--- config.mk ---
export PLATFORM = sky130hd
export DESIGN_NAME = wdrc_top
export DESIGN_NICKNAME = d
export VERILOG_FILES = /design/src/logic/wdrc_pkg.sv /design/src/logic/wdrc_cnt_if.sv /design/src/logic/wdrc_top.sv /design/src/logic/wdrc_counter.sv
export VERILOG_INCLUDE_DIRS = /design/src /design/src/logic
export SDC_FILE = /design/constraint.sdc
export NUM_CORES = 1
export LEC_CHECK = 0
export ABC_AREA = 1
export ABC_CLOCK_PERIOD_IN_PS = 2100
export BUFFER_PORTS_ARGS = -buffer_cell sky130_fd_sc_hd__buf_2
export CAP_MARGIN = 20
export CORE_MARGIN = 1
export CORE_UTILIZATION = 53
export DETAILED_ROUTE_END_ITERATION = 10
export GPL_TIMING_DRIVEN = 0
export HOLD_SLACK_MARGIN = 0.03
export MAX_ROUTING_LAYER = met4
export PLACE_DENSITY = 0.76
export REMOVE_ABC_BUFFERS = 1
export SLEW_MARGIN = 20
export SYNTH_ARGS = -nofsm -noshare
export SYNTH_HDL_FRONTEND = slang
export SYNTH_HIERARCHICAL = 1
export SYNTH_SLANG_ARGS = --single-unit
--- constraint.sdc ---
create_clock -name clk -period 2.1 [get_ports clk]
set_input_delay 0.105 -clock clk [delete_from_list [all_inputs] [get_ports clk]]
set_output_delay 0.105 -clock clk [all_outputs]
set_load 0.02 [all_outputs]
--- src/logic/wdrc_regs.svh ---
`ifndef WDRC_REGS_SVH
`define WDRC_REGS_SVH

// ---------------------------------------------
// Register offsets
// ---------------------------------------------
`define WDRC_OFF_CAUSE     8'h00
`define WDRC_OFF_CTRL      8'h01

// ---------------------------------------------
// Field positions
// ---------------------------------------------
`define WDRC_BIT_DBGRF     4
`define WDRC_BIT_WATCHDOG_RESET_FLAG      3
`define WDRC_BIT_BROWNOUT_RESET_FLAG      2
`define WDRC_BIT_EXTERNAL_RESET_FLAG     1
`define WDRC_BIT_POWER_ON_FLAG      0
`define WDRC_BIT_TIMEOUT_INTERRUPT_FLAG      7
`define WDRC_BIT_TIMEOUT_INTERRUPT_ENABLE      6
`define WDRC_BIT_PS3       5
`define WDRC_BIT_CE        4
`define WDRC_BIT_WDE       3

// ---------------------------------------------
// Reset values
// ---------------------------------------------
`define WDRC_CAUSE_RST     5'h01
`define WDRC_PRESC_RST     4'h0
`define WDRC_PRESC_MAX     4'h9

// ---------------------------------------------
// Timing
// ---------------------------------------------
`define WDRC_CE_WINDOW     3'h4
`define WDRC_CLK_KHZ       100000
`define WDRC_OSC_KHZ       128
`define WDRC_OSC_DIV       (`WDRC_CLK_KHZ / `WDRC_OSC_KHZ)
`define WDRC_BASE_CYCLES   2048

`endif

--- src/logic/wdrc_pkg.sv ---
package wdrc_pkg;

   // ---------------------------------------------
   // Types
   // ---------------------------------------------
   typedef enum logic [1:0] {
      wdrc_stopped,
      wdrc_irq_only,
      wdrc_rst_only,
      wdrc_irq_rst
   } wdrc_mode_t;

   typedef logic [3:0] wdrc_presc_t;
   typedef logic [7:0] wdrc_byte_t;

endpackage : wdrc_pkg

--- src/logic/wdrc_cnt_if.sv ---
`timescale 1ns/10ps
interface wdrc_cnt_if;
   logic                 run;      // Counter enabled
   logic                 restart;  // Counter back to zero
   wdrc_pkg::wdrc_presc_t presc;   // Time-out select
   logic                 timeout;  // One-cycle time-out pulse

   modport ctl (output run, output restart, output presc, input timeout);
   modport cnt (input run, input restart, input presc, output timeout);
endinterface : wdrc_cnt_if

--- src/logic/wdrc_top.sv ---
// The implementer's own choices: the address map and the address-and-strobe port.
`timescale 1ns/10ps
`include "wdrc_regs.svh"
module wdrc_top #(
   parameter int OSC_DIV     = `WDRC_OSC_DIV,
   parameter int BASE_CYCLES = `WDRC_BASE_CYCLES
) (
   input  wire logic           clk,                  // 100 MHz clock
   input  wire logic           sys_rst,              // Power-on reset, async high
   input  wire wdrc_pkg::wdrc_byte_t reg_addr,       // Register address
   input  wire wdrc_pkg::wdrc_byte_t reg_wdata,      // Write data
   input  wire logic           reg_wr,               // Write strobe
   input  wire logic           reg_rd,               // Read strobe
   output wdrc_pkg::wdrc_byte_t reg_rdata,           // Read data, cycle after read
   input  wire logic           wdr_strobe,           // Restart instruction
   input  wire logic           global_int_enable,    // CPU global interrupt bit
   input  wire logic           vector_ack,           // Time-out vector executed
   input  wire logic           always_on_fuse,       // Fuse, 0 = programmed
   input  wire logic           ext_reset_evt,        // External pin reset
   input  wire logic           brownout_reset_evt,   // Brown-out reset
   input  wire logic           debug_port_reset_evt, // Test port reset
   output logic                timeout_irq,          // Interrupt request
   output logic                wdt_reset_pulse       // System reset request
);
   import wdrc_pkg::*;

   // ---------------------------------------------
   // State
   // ---------------------------------------------
   logic [4:0]  cause_reg;
   logic        timeout_interrupt_flag_reg;
   logic        timeout_interrupt_enable_reg;
   logic        ce_reg;
   logic [2:0]  ce_cnt_reg;
   logic        wde_reg;
   wdrc_presc_t presc_reg;
   logic        irq_reg;
   logic        rst_pulse_reg;
   wdrc_byte_t  rdata_reg;

   logic        fuse_on;
   logic        cause_wr;
   logic        ctrl_wr;
   logic        sys_evt;
   logic        timeout;
   logic        rst_fire;
   logic        timeout_interrupt_flag_set;
   logic        ce_open;
   logic        wde_clear_ok;
   wdrc_mode_t  mode;
   logic [4:0]  cause_set;

   wdrc_cnt_if cnt_bus ();

   // ---------------------------------------------
   // Mode decode
   // ---------------------------------------------
   function automatic wdrc_mode_t wdrc_decode(
      input logic fuse,
      input logic system_reset_enable,
      input logic timeout_interrupt_enable
   );
      if (fuse) begin
         return wdrc_rst_only;
      end
      case ({system_reset_enable, timeout_interrupt_enable})
         2'h0:    return wdrc_stopped;
         2'h1:    return wdrc_irq_only;
         2'h2:    return wdrc_rst_only;
         2'h3:    return wdrc_irq_rst;
         default: return wdrc_stopped;
      endcase
   endfunction : wdrc_decode

   assign fuse_on  = !always_on_fuse;
   assign mode     = wdrc_decode(fuse_on, wde_reg, timeout_interrupt_enable_reg);
   assign cause_wr = reg_wr && (reg_addr == `WDRC_OFF_CAUSE);
   assign ctrl_wr  = reg_wr && (reg_addr == `WDRC_OFF_CTRL);
   assign timeout  = cnt_bus.timeout;

   // Any system reset returns the control register to its reset state, except WDE while the watchdog reset flag or the fuse forces it set
   assign sys_evt = ext_reset_evt || brownout_reset_evt
                    || debug_port_reset_evt || rst_pulse_reg;

   // ---------------------------------------------
   // Time-out actions
   // ---------------------------------------------
   assign rst_fire = timeout && ((mode == wdrc_rst_only)
                     || ((mode == wdrc_irq_rst) && timeout_interrupt_flag_reg));
   assign timeout_interrupt_flag_set = timeout && ((mode == wdrc_irq_only)
                     || ((mode == wdrc_irq_rst) && !timeout_interrupt_flag_reg));

   always_ff @(posedge clk or posedge sys_rst) begin
      if (sys_rst) begin
         rst_pulse_reg <= 1'b0;
      end else begin
         rst_pulse_reg <= rst_fire;
      end
   end

   // ---------------------------------------------
   // Counter link
   // ---------------------------------------------
   assign cnt_bus.run     = (mode != wdrc_stopped);
   assign cnt_bus.restart = wdr_strobe || sys_evt;
   assign cnt_bus.presc   = presc_reg;

   wdrc_counter #(
      .OSC_DIV     (OSC_DIV),
      .BASE_CYCLES (BASE_CYCLES)
   ) u_counter (
      .clk     (clk),
      .sys_rst (sys_rst),
      .link    (cnt_bus)
   );

   // ---------------------------------------------
   // Reset-cause flags
   // ---------------------------------------------
   assign cause_set = {debug_port_reset_evt, rst_fire, brownout_reset_evt,
                       ext_reset_evt, 1'b0};

   // Set wins over a software clear in the same cycle
   for (genvar i = 0; i < 5; i++) begin : g_cause
      logic flag_reg;

      always_ff @(posedge clk or posedge sys_rst) begin
         if (sys_rst) begin
            flag_reg <= 1'(`WDRC_CAUSE_RST >> i);
         end else if (cause_set[i]) begin
            flag_reg <= 1'b1;
         end else if (cause_wr && !reg_wdata[i]) begin
            flag_reg <= 1'b0;
         end
      end

      assign cause_reg[i] = flag_reg;
   end

   // ---------------------------------------------
   // Change-enable window
   // ---------------------------------------------
   assign ce_open = ctrl_wr && reg_wdata[`WDRC_BIT_CE]
                    && reg_wdata[`WDRC_BIT_WDE];

   always_ff @(posedge clk or posedge sys_rst) begin
      if (sys_rst) begin
         ce_reg     <= 1'b0;
         ce_cnt_reg <= 3'h0;
      end else if (sys_evt) begin
         ce_reg     <= 1'b0;
         ce_cnt_reg <= 3'h0;
      end else if (ctrl_wr) begin
         ce_reg     <= ce_open;
         ce_cnt_reg <= ce_open ? `WDRC_CE_WINDOW : 3'h0;
      end else if (ce_reg) begin
         ce_cnt_reg <= ce_cnt_reg - 3'h1;
         if (ce_cnt_reg == 3'h1) begin
            ce_reg <= 1'b0;
         end
      end
   end

   // ---------------------------------------------
   // Reset enable and prescaler
   // ---------------------------------------------
   assign wde_clear_ok = ce_reg && !cause_reg[`WDRC_BIT_WATCHDOG_RESET_FLAG] && !fuse_on;

   always_ff @(posedge clk or posedge sys_rst) begin
      if (sys_rst) begin
         wde_reg <= 1'b0;
      end else if (cause_reg[`WDRC_BIT_WATCHDOG_RESET_FLAG] || fuse_on) begin
         wde_reg <= 1'b1;
      end else if (sys_evt) begin
         wde_reg <= 1'b0;
      end else if (ctrl_wr) begin
         if (reg_wdata[`WDRC_BIT_WDE]) begin
            wde_reg <= 1'b1;
         end else if (wde_clear_ok) begin
            wde_reg <= 1'b0;
         end
      end
   end

   always_ff @(posedge clk or posedge sys_rst) begin
      if (sys_rst) begin
         presc_reg <= `WDRC_PRESC_RST;
      end else if (sys_evt) begin
         presc_reg <= `WDRC_PRESC_RST;
      end else if (ctrl_wr && ce_reg) begin
         presc_reg <= {reg_wdata[`WDRC_BIT_PS3], reg_wdata[2:0]};
      end
   end

   // ---------------------------------------------
   // Interrupt enable and flag
   // ---------------------------------------------
   always_ff @(posedge clk or posedge sys_rst) begin
      if (sys_rst) begin
         timeout_interrupt_enable_reg <= 1'b0;
      end else if (fuse_on || sys_evt) begin
         timeout_interrupt_enable_reg <= 1'b0;
      end else if (vector_ack && (mode == wdrc_irq_rst)) begin
         timeout_interrupt_enable_reg <= 1'b0;
      end else if (ctrl_wr) begin
         timeout_interrupt_enable_reg <= reg_wdata[`WDRC_BIT_TIMEOUT_INTERRUPT_ENABLE];
      end
   end

   always_ff @(posedge clk or posedge sys_rst) begin
      if (sys_rst) begin
         timeout_interrupt_flag_reg <= 1'b0;
      end else if (sys_evt) begin
         timeout_interrupt_flag_reg <= 1'b0;
      end else if (timeout_interrupt_flag_set) begin
         timeout_interrupt_flag_reg <= 1'b1;
      end else if (vector_ack || (ctrl_wr && reg_wdata[`WDRC_BIT_TIMEOUT_INTERRUPT_FLAG])) begin
         timeout_interrupt_flag_reg <= 1'b0;
      end
   end

   always_ff @(posedge clk or posedge sys_rst) begin
      if (sys_rst) begin
         irq_reg <= 1'b0;
      end else begin
         irq_reg <= global_int_enable && timeout_interrupt_enable_reg && timeout_interrupt_flag_reg;
      end
   end

   // ---------------------------------------------
   // Register read
   // ---------------------------------------------
   always_ff @(posedge clk or posedge sys_rst) begin
      if (sys_rst) begin
         rdata_reg <= 8'h00;
      end else if (reg_rd) begin
         case (reg_addr)
            `WDRC_OFF_CAUSE: rdata_reg <= {3'h0, cause_reg};
            `WDRC_OFF_CTRL:  rdata_reg <= {timeout_interrupt_flag_reg, timeout_interrupt_enable_reg, presc_reg[3], ce_reg,
                                           wde_reg, presc_reg[2:0]};
            default:         rdata_reg <= 8'h00;
         endcase
      end else begin
         rdata_reg <= 8'h00;
      end
   end

   assign reg_rdata       = rdata_reg;
   assign timeout_irq     = irq_reg;
   assign wdt_reset_pulse = rst_pulse_reg;
endmodule : wdrc_top

--- src/logic/wdrc_counter.sv ---
`timescale 1ns/10ps
`include "wdrc_regs.svh"
module wdrc_counter #(
   parameter int OSC_DIV     = `WDRC_OSC_DIV,
   parameter int BASE_CYCLES = `WDRC_BASE_CYCLES
) (
   input wire logic clk,      // System clock
   input wire logic sys_rst,  // Async reset, high
   wdrc_cnt_if.cnt  link      // Control side
);
   import wdrc_pkg::*;

   localparam int DW = $clog2(OSC_DIV);
   localparam int CW = $clog2(BASE_CYCLES) + 10;

   logic [DW-1:0] div_reg;
   logic [CW-1:0] cnt_reg;
   logic          timeout_reg;
   logic          tick;
   logic [CW-1:0] limit;

   function automatic logic [CW-1:0] wdrc_limit(input wdrc_presc_t p);
      wdrc_presc_t s;
      s = (p > `WDRC_PRESC_MAX) ? `WDRC_PRESC_MAX : p;
      return (CW'(BASE_CYCLES) << s) - 1'b1;
   endfunction : wdrc_limit

   // ---------------------------------------------
   // Oscillator enable and counter
   // ---------------------------------------------
   // Oscillator rate as an enable on the one clock, so nothing crosses
   assign tick  = (div_reg == DW'(OSC_DIV - 1));
   assign limit = wdrc_limit(link.presc);

   always_ff @(posedge clk or posedge sys_rst) begin
      if (sys_rst) begin
         div_reg <= '0;
      end else if (!link.run || link.restart || tick) begin
         div_reg <= '0;
      end else begin
         div_reg <= div_reg + 1'b1;
      end
   end

   always_ff @(posedge clk or posedge sys_rst) begin
      if (sys_rst) begin
         cnt_reg <= '0;
      end else if (!link.run || link.restart) begin
         cnt_reg <= '0;
      end else if (tick) begin
         cnt_reg <= (cnt_reg == limit) ? '0 : cnt_reg + 1'b1;
      end
   end

   always_ff @(posedge clk or posedge sys_rst) begin
      if (sys_rst) begin
         timeout_reg <= 1'b0;
      end else begin
         timeout_reg <= link.run && !link.restart && tick && (cnt_reg == limit);
      end
   end

   assign link.timeout = timeout_reg;
endmodule : wdrc_counter

== Yosys cells after proc, flatten, opt, wreduce, memory -nomap -nowiden ==
Index checks and enable logic that the tools add are counted.

* $add $sub $neg: 4
* Multipliers: 0
* Divide/modulo/power cells: 0
* Magnitude comparators: 1
* Equal/unequal tests: 10
* Shift-type cells: 1
* Muxes and demuxes: 38
* Bitwise gates (word level): 0
* Reductions and logical operators: 59

{| class="wikitable"
|+ Operators by type and width
! cell !! count
|-
| $mux W21 || 3
|-
| $logic_and A1 B1 Y1 || 23
|-
| $mux W1 || 23
|-
| $add A21 B1 Y21 const B || 1
|-
| $eq A21 B21 Y1 || 1
|-
| $shl A12 B4 Y21 const A || 1
|-
| $sub A21 B1 Y21 const B || 1
|-
| $pmux W8 S2 || 1
|-
| $reduce_bool A2 Y1 || 7
|-
| $mux W3 || 4
|-
| $mux W4 || 3
|-
| $reduce_bool A3 Y1 || 4
|-
| $logic_or A1 B1 Y1 || 11
|-
| $add A10 B1 Y10 const B || 1
|-
| $eq A10 B10 Y1 const B || 1
|-
| $logic_not A1 Y1 || 10
|-
| $mux W10 || 1
|-
| $eq A2 B2 Y1 const B || 4
|-
| $eq A8 B1 Y1 const B || 1
|-
| $logic_not A8 Y1 || 1
|-
| $mux W8 || 1
|-
| $pmux W2 S4 || 1
|-
| $eq A2 B1 Y1 const B || 2
|-
| $gt A4 B4 Y1 const B || 1
|-
| 6 further kinds || 6
|}

* Register bits: 58
* Latch bits: 0
* RAM bits: 0
* Bits in read-only memories: 0
* Input bits: 27
* Output and inout bits: 10
* Word-level logic and storage cells: 130
* Memories kept: 0

== Depth between registers and ports, before layout ==
* Word-level depth: 9
* Mapped depth: 16
* Depth with buffers taken out: 14

== By module ==
Netlist, hierarchy kept.

{| class="wikitable"
|+ By module, submodules not included
! module !! instances !! cells each !! area each (um^2)
|-
| wdrc_counter || 1 || 298 || 2138.3
|-
| wdrc_top || 1 || 151 || 1290.0
|}

== Least setup slack after synthesis ==
Ideal clock, no wire load.

* Path kind: register to register
* From: register presc_reg[2], in the netlist cnt_bus.presc[2]
* To: register u_counter.cnt_reg[13]
* Arrival time: 1.876 ns
* Slack: 0.102 ns
* Cell stages (with the launch flop): 17
* Path buffers: 2
* Clock period less this slack: 1.998 ns
* Path through: dfrtp_1 > buf_6 > inv_1 > nand4_1 > ha_1 > inv_1 > nand2_1 > nand2_1 > nor2_1 > nand3_1 > nor2_1 > nand3_1 > nor2_2 > nand2_2 > nand2_4 > buf_12 > o21ai_2

* Cells in the longest elaborated chain, start to end: 8

{| class="wikitable"
|+ RTL lines
! what !! RTL line !! source
|-
| start, declared || wdrc_top.sv:36 || <nowiki>wdrc_presc_t presc_reg;</nowiki>
|-
| start signal, assigned || wdrc_top.sv:187 || <nowiki>presc_reg <= `WDRC_PRESC_RST;</nowiki>
|-
| start signal, assigned || wdrc_top.sv:189 || <nowiki>presc_reg <= `WDRC_PRESC_RST;</nowiki>
|-
| start signal, assigned || wdrc_top.sv:191 || <nowiki>presc_reg <= {reg_wdata[`WDRC_BIT_PS3], reg_wdata[2:0]};</nowiki>
|-
| $gt A4 B4 Y1 (no source line) || - ||
|-
| $mux W4 * || wdrc_counter.sv:24 || <nowiki>s = (p > `WDRC_PRESC_MAX) ? `WDRC_PRESC_MAX : p;</nowiki>
|-
| $shl A12 B4 Y21 * || wdrc_counter.sv:25 || <nowiki>return (CW'(BASE_CYCLES) << s) - 1'b1;</nowiki>
|-
| $sub A21 B1 Y21 * || wdrc_counter.sv:25 ||
|-
| $eq A21 B21 Y1 * || wdrc_counter.sv:51 || <nowiki>cnt_reg <= (cnt_reg == limit) ? '0 : cnt_reg + 1'b1;</nowiki>
|-
| $mux W21 * || wdrc_counter.sv:51 ||
|-
| $mux W21 * || wdrc_counter.sv:50 || <nowiki>end else if (tick) begin</nowiki>
|-
| $mux W21 * || wdrc_counter.sv:48 || <nowiki>end else if (!link.run || link.restart) begin</nowiki>
|-
| end signal, assigned || wdrc_counter.sv:51 ||
|-
| end, declared || wdrc_counter.sv:17 || <nowiki>logic [CW-1:0] cnt_reg;</nowiki>
|}

Every way passes the cells marked *; elsewhere a longest branch is shown, timed or not. The select of a mux whose other input is x is not followed.
A chain may end at the register's enable or synchronous reset.

== Worst setup path in the final report ==
* From: register presc_reg[3], in the netlist cnt_bus.presc[3]
* To: register u_counter.cnt_reg[15]

The elaborated chain is that of the path after synthesis.

==> run_results.csv <==
group,metric,value,unit
synthesis,postSynthCellCount,449,
route,number_of_vias_per_cell_after_detailed_routing,5.21,
worst_setup_path,timing.reg2reg.setup_slack,-0.08,ns
worst_setup_path,worst-r2r-cell-count,13,
global_routing,grt_max_degree,33,
run,max_capacitance_violation_count,0,
synthesis,synth_sequential_area_ratio,0.424,
synthesis,synth.ff_latch_count,58,
min_path,worstHoldPathType,"input port to flop",
worst_setup_path,worstPathMaxFanout,6,
worst_setup_path,crit_path_cell_trace,"inv_4, nand4_1, ha_1, nand2_1, nand2_2, nor2_2, nand3_1, nor2_1, nand3_1, nor2_2, nand2_4, nand2_4, o21ai_2",
sta,final_max_slew_viol_count,0,
worst_setup_path,reg2reg_from,"cnt_bus.presc[3]",
synthesis,synthMostInstantiatedCell,"sky130_fd_sc_hd__nand2_1",
synthesis,async_s_r_ff_share_synth,1.00,
cts,cts_tree,"yes",
synthesis,yosys_warnings,6,
layout,seqCellArea,1460,µm²
cts,htreeDepth,3,
min_path,min-delay-start,"reg_wdata[2]",
cts,clk_pin_slew_worst_paths,0.07,ns
synthesis,post_synth.cell_area_avg,7.64,µm²
worst_setup_path,cp.arrival,2.40,ns
floorplan,die-width,82.4,µm
sta,slew_headroom,0.379,
placed_design,portBuffers,36,
layout,insertedDiodeCount,0,
sta,maxClockFrequency,459,MHz
sta,setup_viol,17,
worst_setup_path,timing.critical_path.from_type,"flop",
route,route.detailed.drc,0,
cts,cts-buffers-inserted,9,
global_routing,globalRouteMet1Util,0.300,
floorplan,ioPinCount,37,
worst_setup_path,critical_path.slowest_cell,"sky130_fd_sc_hd__dfrtp_2",
sta,setup_ws,-0.0803,ns
sta,period_minus_slack,2.18,ns
synthesis,synth_top_flop_cell,"sky130_fd_sc_hd__dfrtp_1",
worst_setup_path,type_of_the_worst_setup_path,"flop to flop",
pwr,p_leak,1.97,nW
layout,drive_gt1_frac,0.233,
layout,layout.nets,552,
cts,cts_root_buf,"sky130_fd_sc_hd__clkbuf_8",
global_routing,grt-ovfl-total,0,
synthesis,synth.top_cells.by_area,"sky130_fd_sc_hd__dfrtp_1 42%, sky130_fd_sc_hd__nand2_1 12%, sky130_fd_sc_hd__inv_1 6.6%",
route,detail_route.iter0.violations,128,
pwr,power.density,518,nW/µm²
outcome,outcome,"complete, but fails checks",
global_routing,grt_first_pass_wirelength,12900,µm
synthesis,post_synth_instance_area,3430,µm²
route,detail_route.wirelength,7880,µm
layout,fill_cells,504,
sta,worst_setup_skew_after_layout,0.0108,ns
min_path,whs_endpoint,"cnt_bus.presc[2]",
sta,rsz0062_at_grt,"true",
sta,whs,0.0500,ns
worst_setup_path,setup.worst_path.end_class,"flop",
route,total_vias_in_the_final_route,3122,
floorplan,floorplan.initialDensity,0.562,
route,antenna_left,0,
sta,hold_viol_final,0,
cts,clock_latency,0.33,ns
synthesis,number_of_enable_type_register_cells_in_the_synthesized_netlist,0,
floorplan,fp.coreArea,6100,µm²
synthesis,yosysTopAreaCellShare,0.416,
synthesis,synth_cell_type_count,35,
sta,tightestPinTransition,0.926,ns
floorplan,floorplan.die_area,6790,µm²
global_routing,global_route.usage.met3,0.0604,
route,firstDrtPassIters,4,
layout,area.growth.synth_to_final,20.0,%
outcome,violations,"negative setup slack",
worst_setup_path,critical_path.max_stage_delay,0.46,ns
pwr,worst_vdd_ir,323,µV
placed_design,detailed_place_hpwl,5340,µm
placed_design,gp_routability_congestion,0.869,
worst_setup_path,reg2reg_to,"u_counter/cnt_reg[15]",
layout,multi_input_comb_area,1700,µm²
min_path,hold-path-cell-count,3,
floorplan,std_cell_rows,28,
global_routing,grt_antenna_before_repair,0,
floorplan,die_y,82.4,µm
sta,period_share,1.04,
synthesis,synth_top_area_cell,"sky130_fd_sc_hd__dfrtp_1",
global_routing,gr-max-usage-layer,"met2",
cts,cts_buffer_depth,2,
synthesis,synth.cells.most_frequent,"108 x sky130_fd_sc_hd__nand2_1, 60 x sky130_fd_sc_hd__inv_1, 57 x sky130_fd_sc_hd__dfrtp_1",
global_routing,use_met2,0.450,
worst_setup_path,timing.critical_path.required,2.32,ns
cts,cts_sinks,58,
layout,largest_register_ff_count,21,
pwr,fin_total_pwr,0.00213,W
global_routing,grt_pass1_vias,3079,
global_routing,grt_util_all_layers,0.261,
route,routed_wire_length_per_instance,13.2,µm
kinds of logic (layout without fill, tap and decap cells):
group / Yosys count / in the layout / synth area share
buf+inv: 75 / 149 / 0.0931
xor+xnor: 20 / 20 / 0.0511
fa+ha+maj: 6 / 6 / 0.0219
flops: 58 / 58 / 0.424
simple gates: 247 / 248 / 0.332
compound gates: 43 / 43 / 0.0781
layout by cell type, fill, tap and decap left out, types with 11 or more instances in the layout:
cell type and n:
sky130_fd_sc_hd__xor2_1 13, sky130_fd_sc_hd__o21ai_0 13, sky130_fd_sc_hd__nor2_1 46, sky130_fd_sc_hd__dlygate4sd3_1 11, sky130_fd_sc_hd__nand2_1 106, sky130_fd_sc_hd__o21ai_2 12
sky130_fd_sc_hd__nand4_1 13, sky130_fd_sc_hd__inv_1 55, sky130_fd_sc_hd__dfrtp_1 53, sky130_fd_sc_hd__nand3_1 44, sky130_fd_sc_hd__buf_4 18, sky130_fd_sc_hd__buf_2 36
report_power, final:
group	internal [W]	switching [W]
Clock	0.000458	0.000440
Combinational	0.0000397	0.0000666
Sequential	0.00112	0.00000412
metal layers:
metal  share of wire  routed length (µm)
met5               0                   0
met4           0.013                 103
met3           0.038                 300
met2            0.51                3990
met1            0.44                3480
worst max-delay path, delay by kind of cell, from the launching register on:
kind	cells	cell delay, ns
buf+inv	1	0.10
flops	1	0.46
fa+ha+maj	1	0.36
compound gates	1	0.06
simple gates	10	1.08
area by class of cell:
| type | instances | area share |
|---|---|---|
| multi-input combinational | 317 | 0.413 |
| clock inverter | 3 | 0.00426 |
| clock buffer | 13 | 0.0362 |
| sequential | 58 | 0.354 |
| inverter | 68 | 0.0660 |
| timing repair buffer | 65 | 0.103 |
| tap | 75 | 0.0228 |
stage by stage:
stage / setup TNS, ns / instances / instance area (µm²) / setup slack (ns) / util
final: -0.912 / 599 / 4110 / -0.0803 / 0.675
after global routing: -3.63 / 599 / 4110 / -0.225 / 0.675
after CTS: -0.00106 / 587 / 4010 / -0.00106 / 0.657
after detailed placement: -2.03 / 553 / 3640 / -0.189 / 0.598
after global placement: -1.94 / 553 / 3640 / -0.186 / 0.598
after floorplan: 0 / 442 / 3370 / 0.128 / -
worst max path at each step:
stage                                start                    end  slack (ns)  cells past startpoint
after floorplan           cnt_bus.presc[1]   u_counter/cnt_reg[5]        0.13                     14
final                     cnt_bus.presc[3]  u_counter/cnt_reg[15]       -0.08                     13
after global routing      cnt_bus.presc[3]   u_counter/cnt_reg[3]       -0.23                     14
after detailed placement  cnt_bus.presc[3]  u_counter/cnt_reg[20]       -0.19                     14
after CTS                 cnt_bus.presc[3]   u_counter/cnt_reg[3]      -0.001                     14
after global placement    cnt_bus.presc[3]  u_counter/cnt_reg[20]       -0.19                     14
repair_timing:
item / 4_1_cts / 5_1_grt
gates cloned: 1 / 0
hold endpoints to repair: 39 / 0
setup buffers: 6 / 12
hold buffers: 11 / 0
pin swaps: 4 / 10
setup endpoints to repair: 19 / 27
resized for setup: 10 / 11
Power figures use the tool's default switching activity.
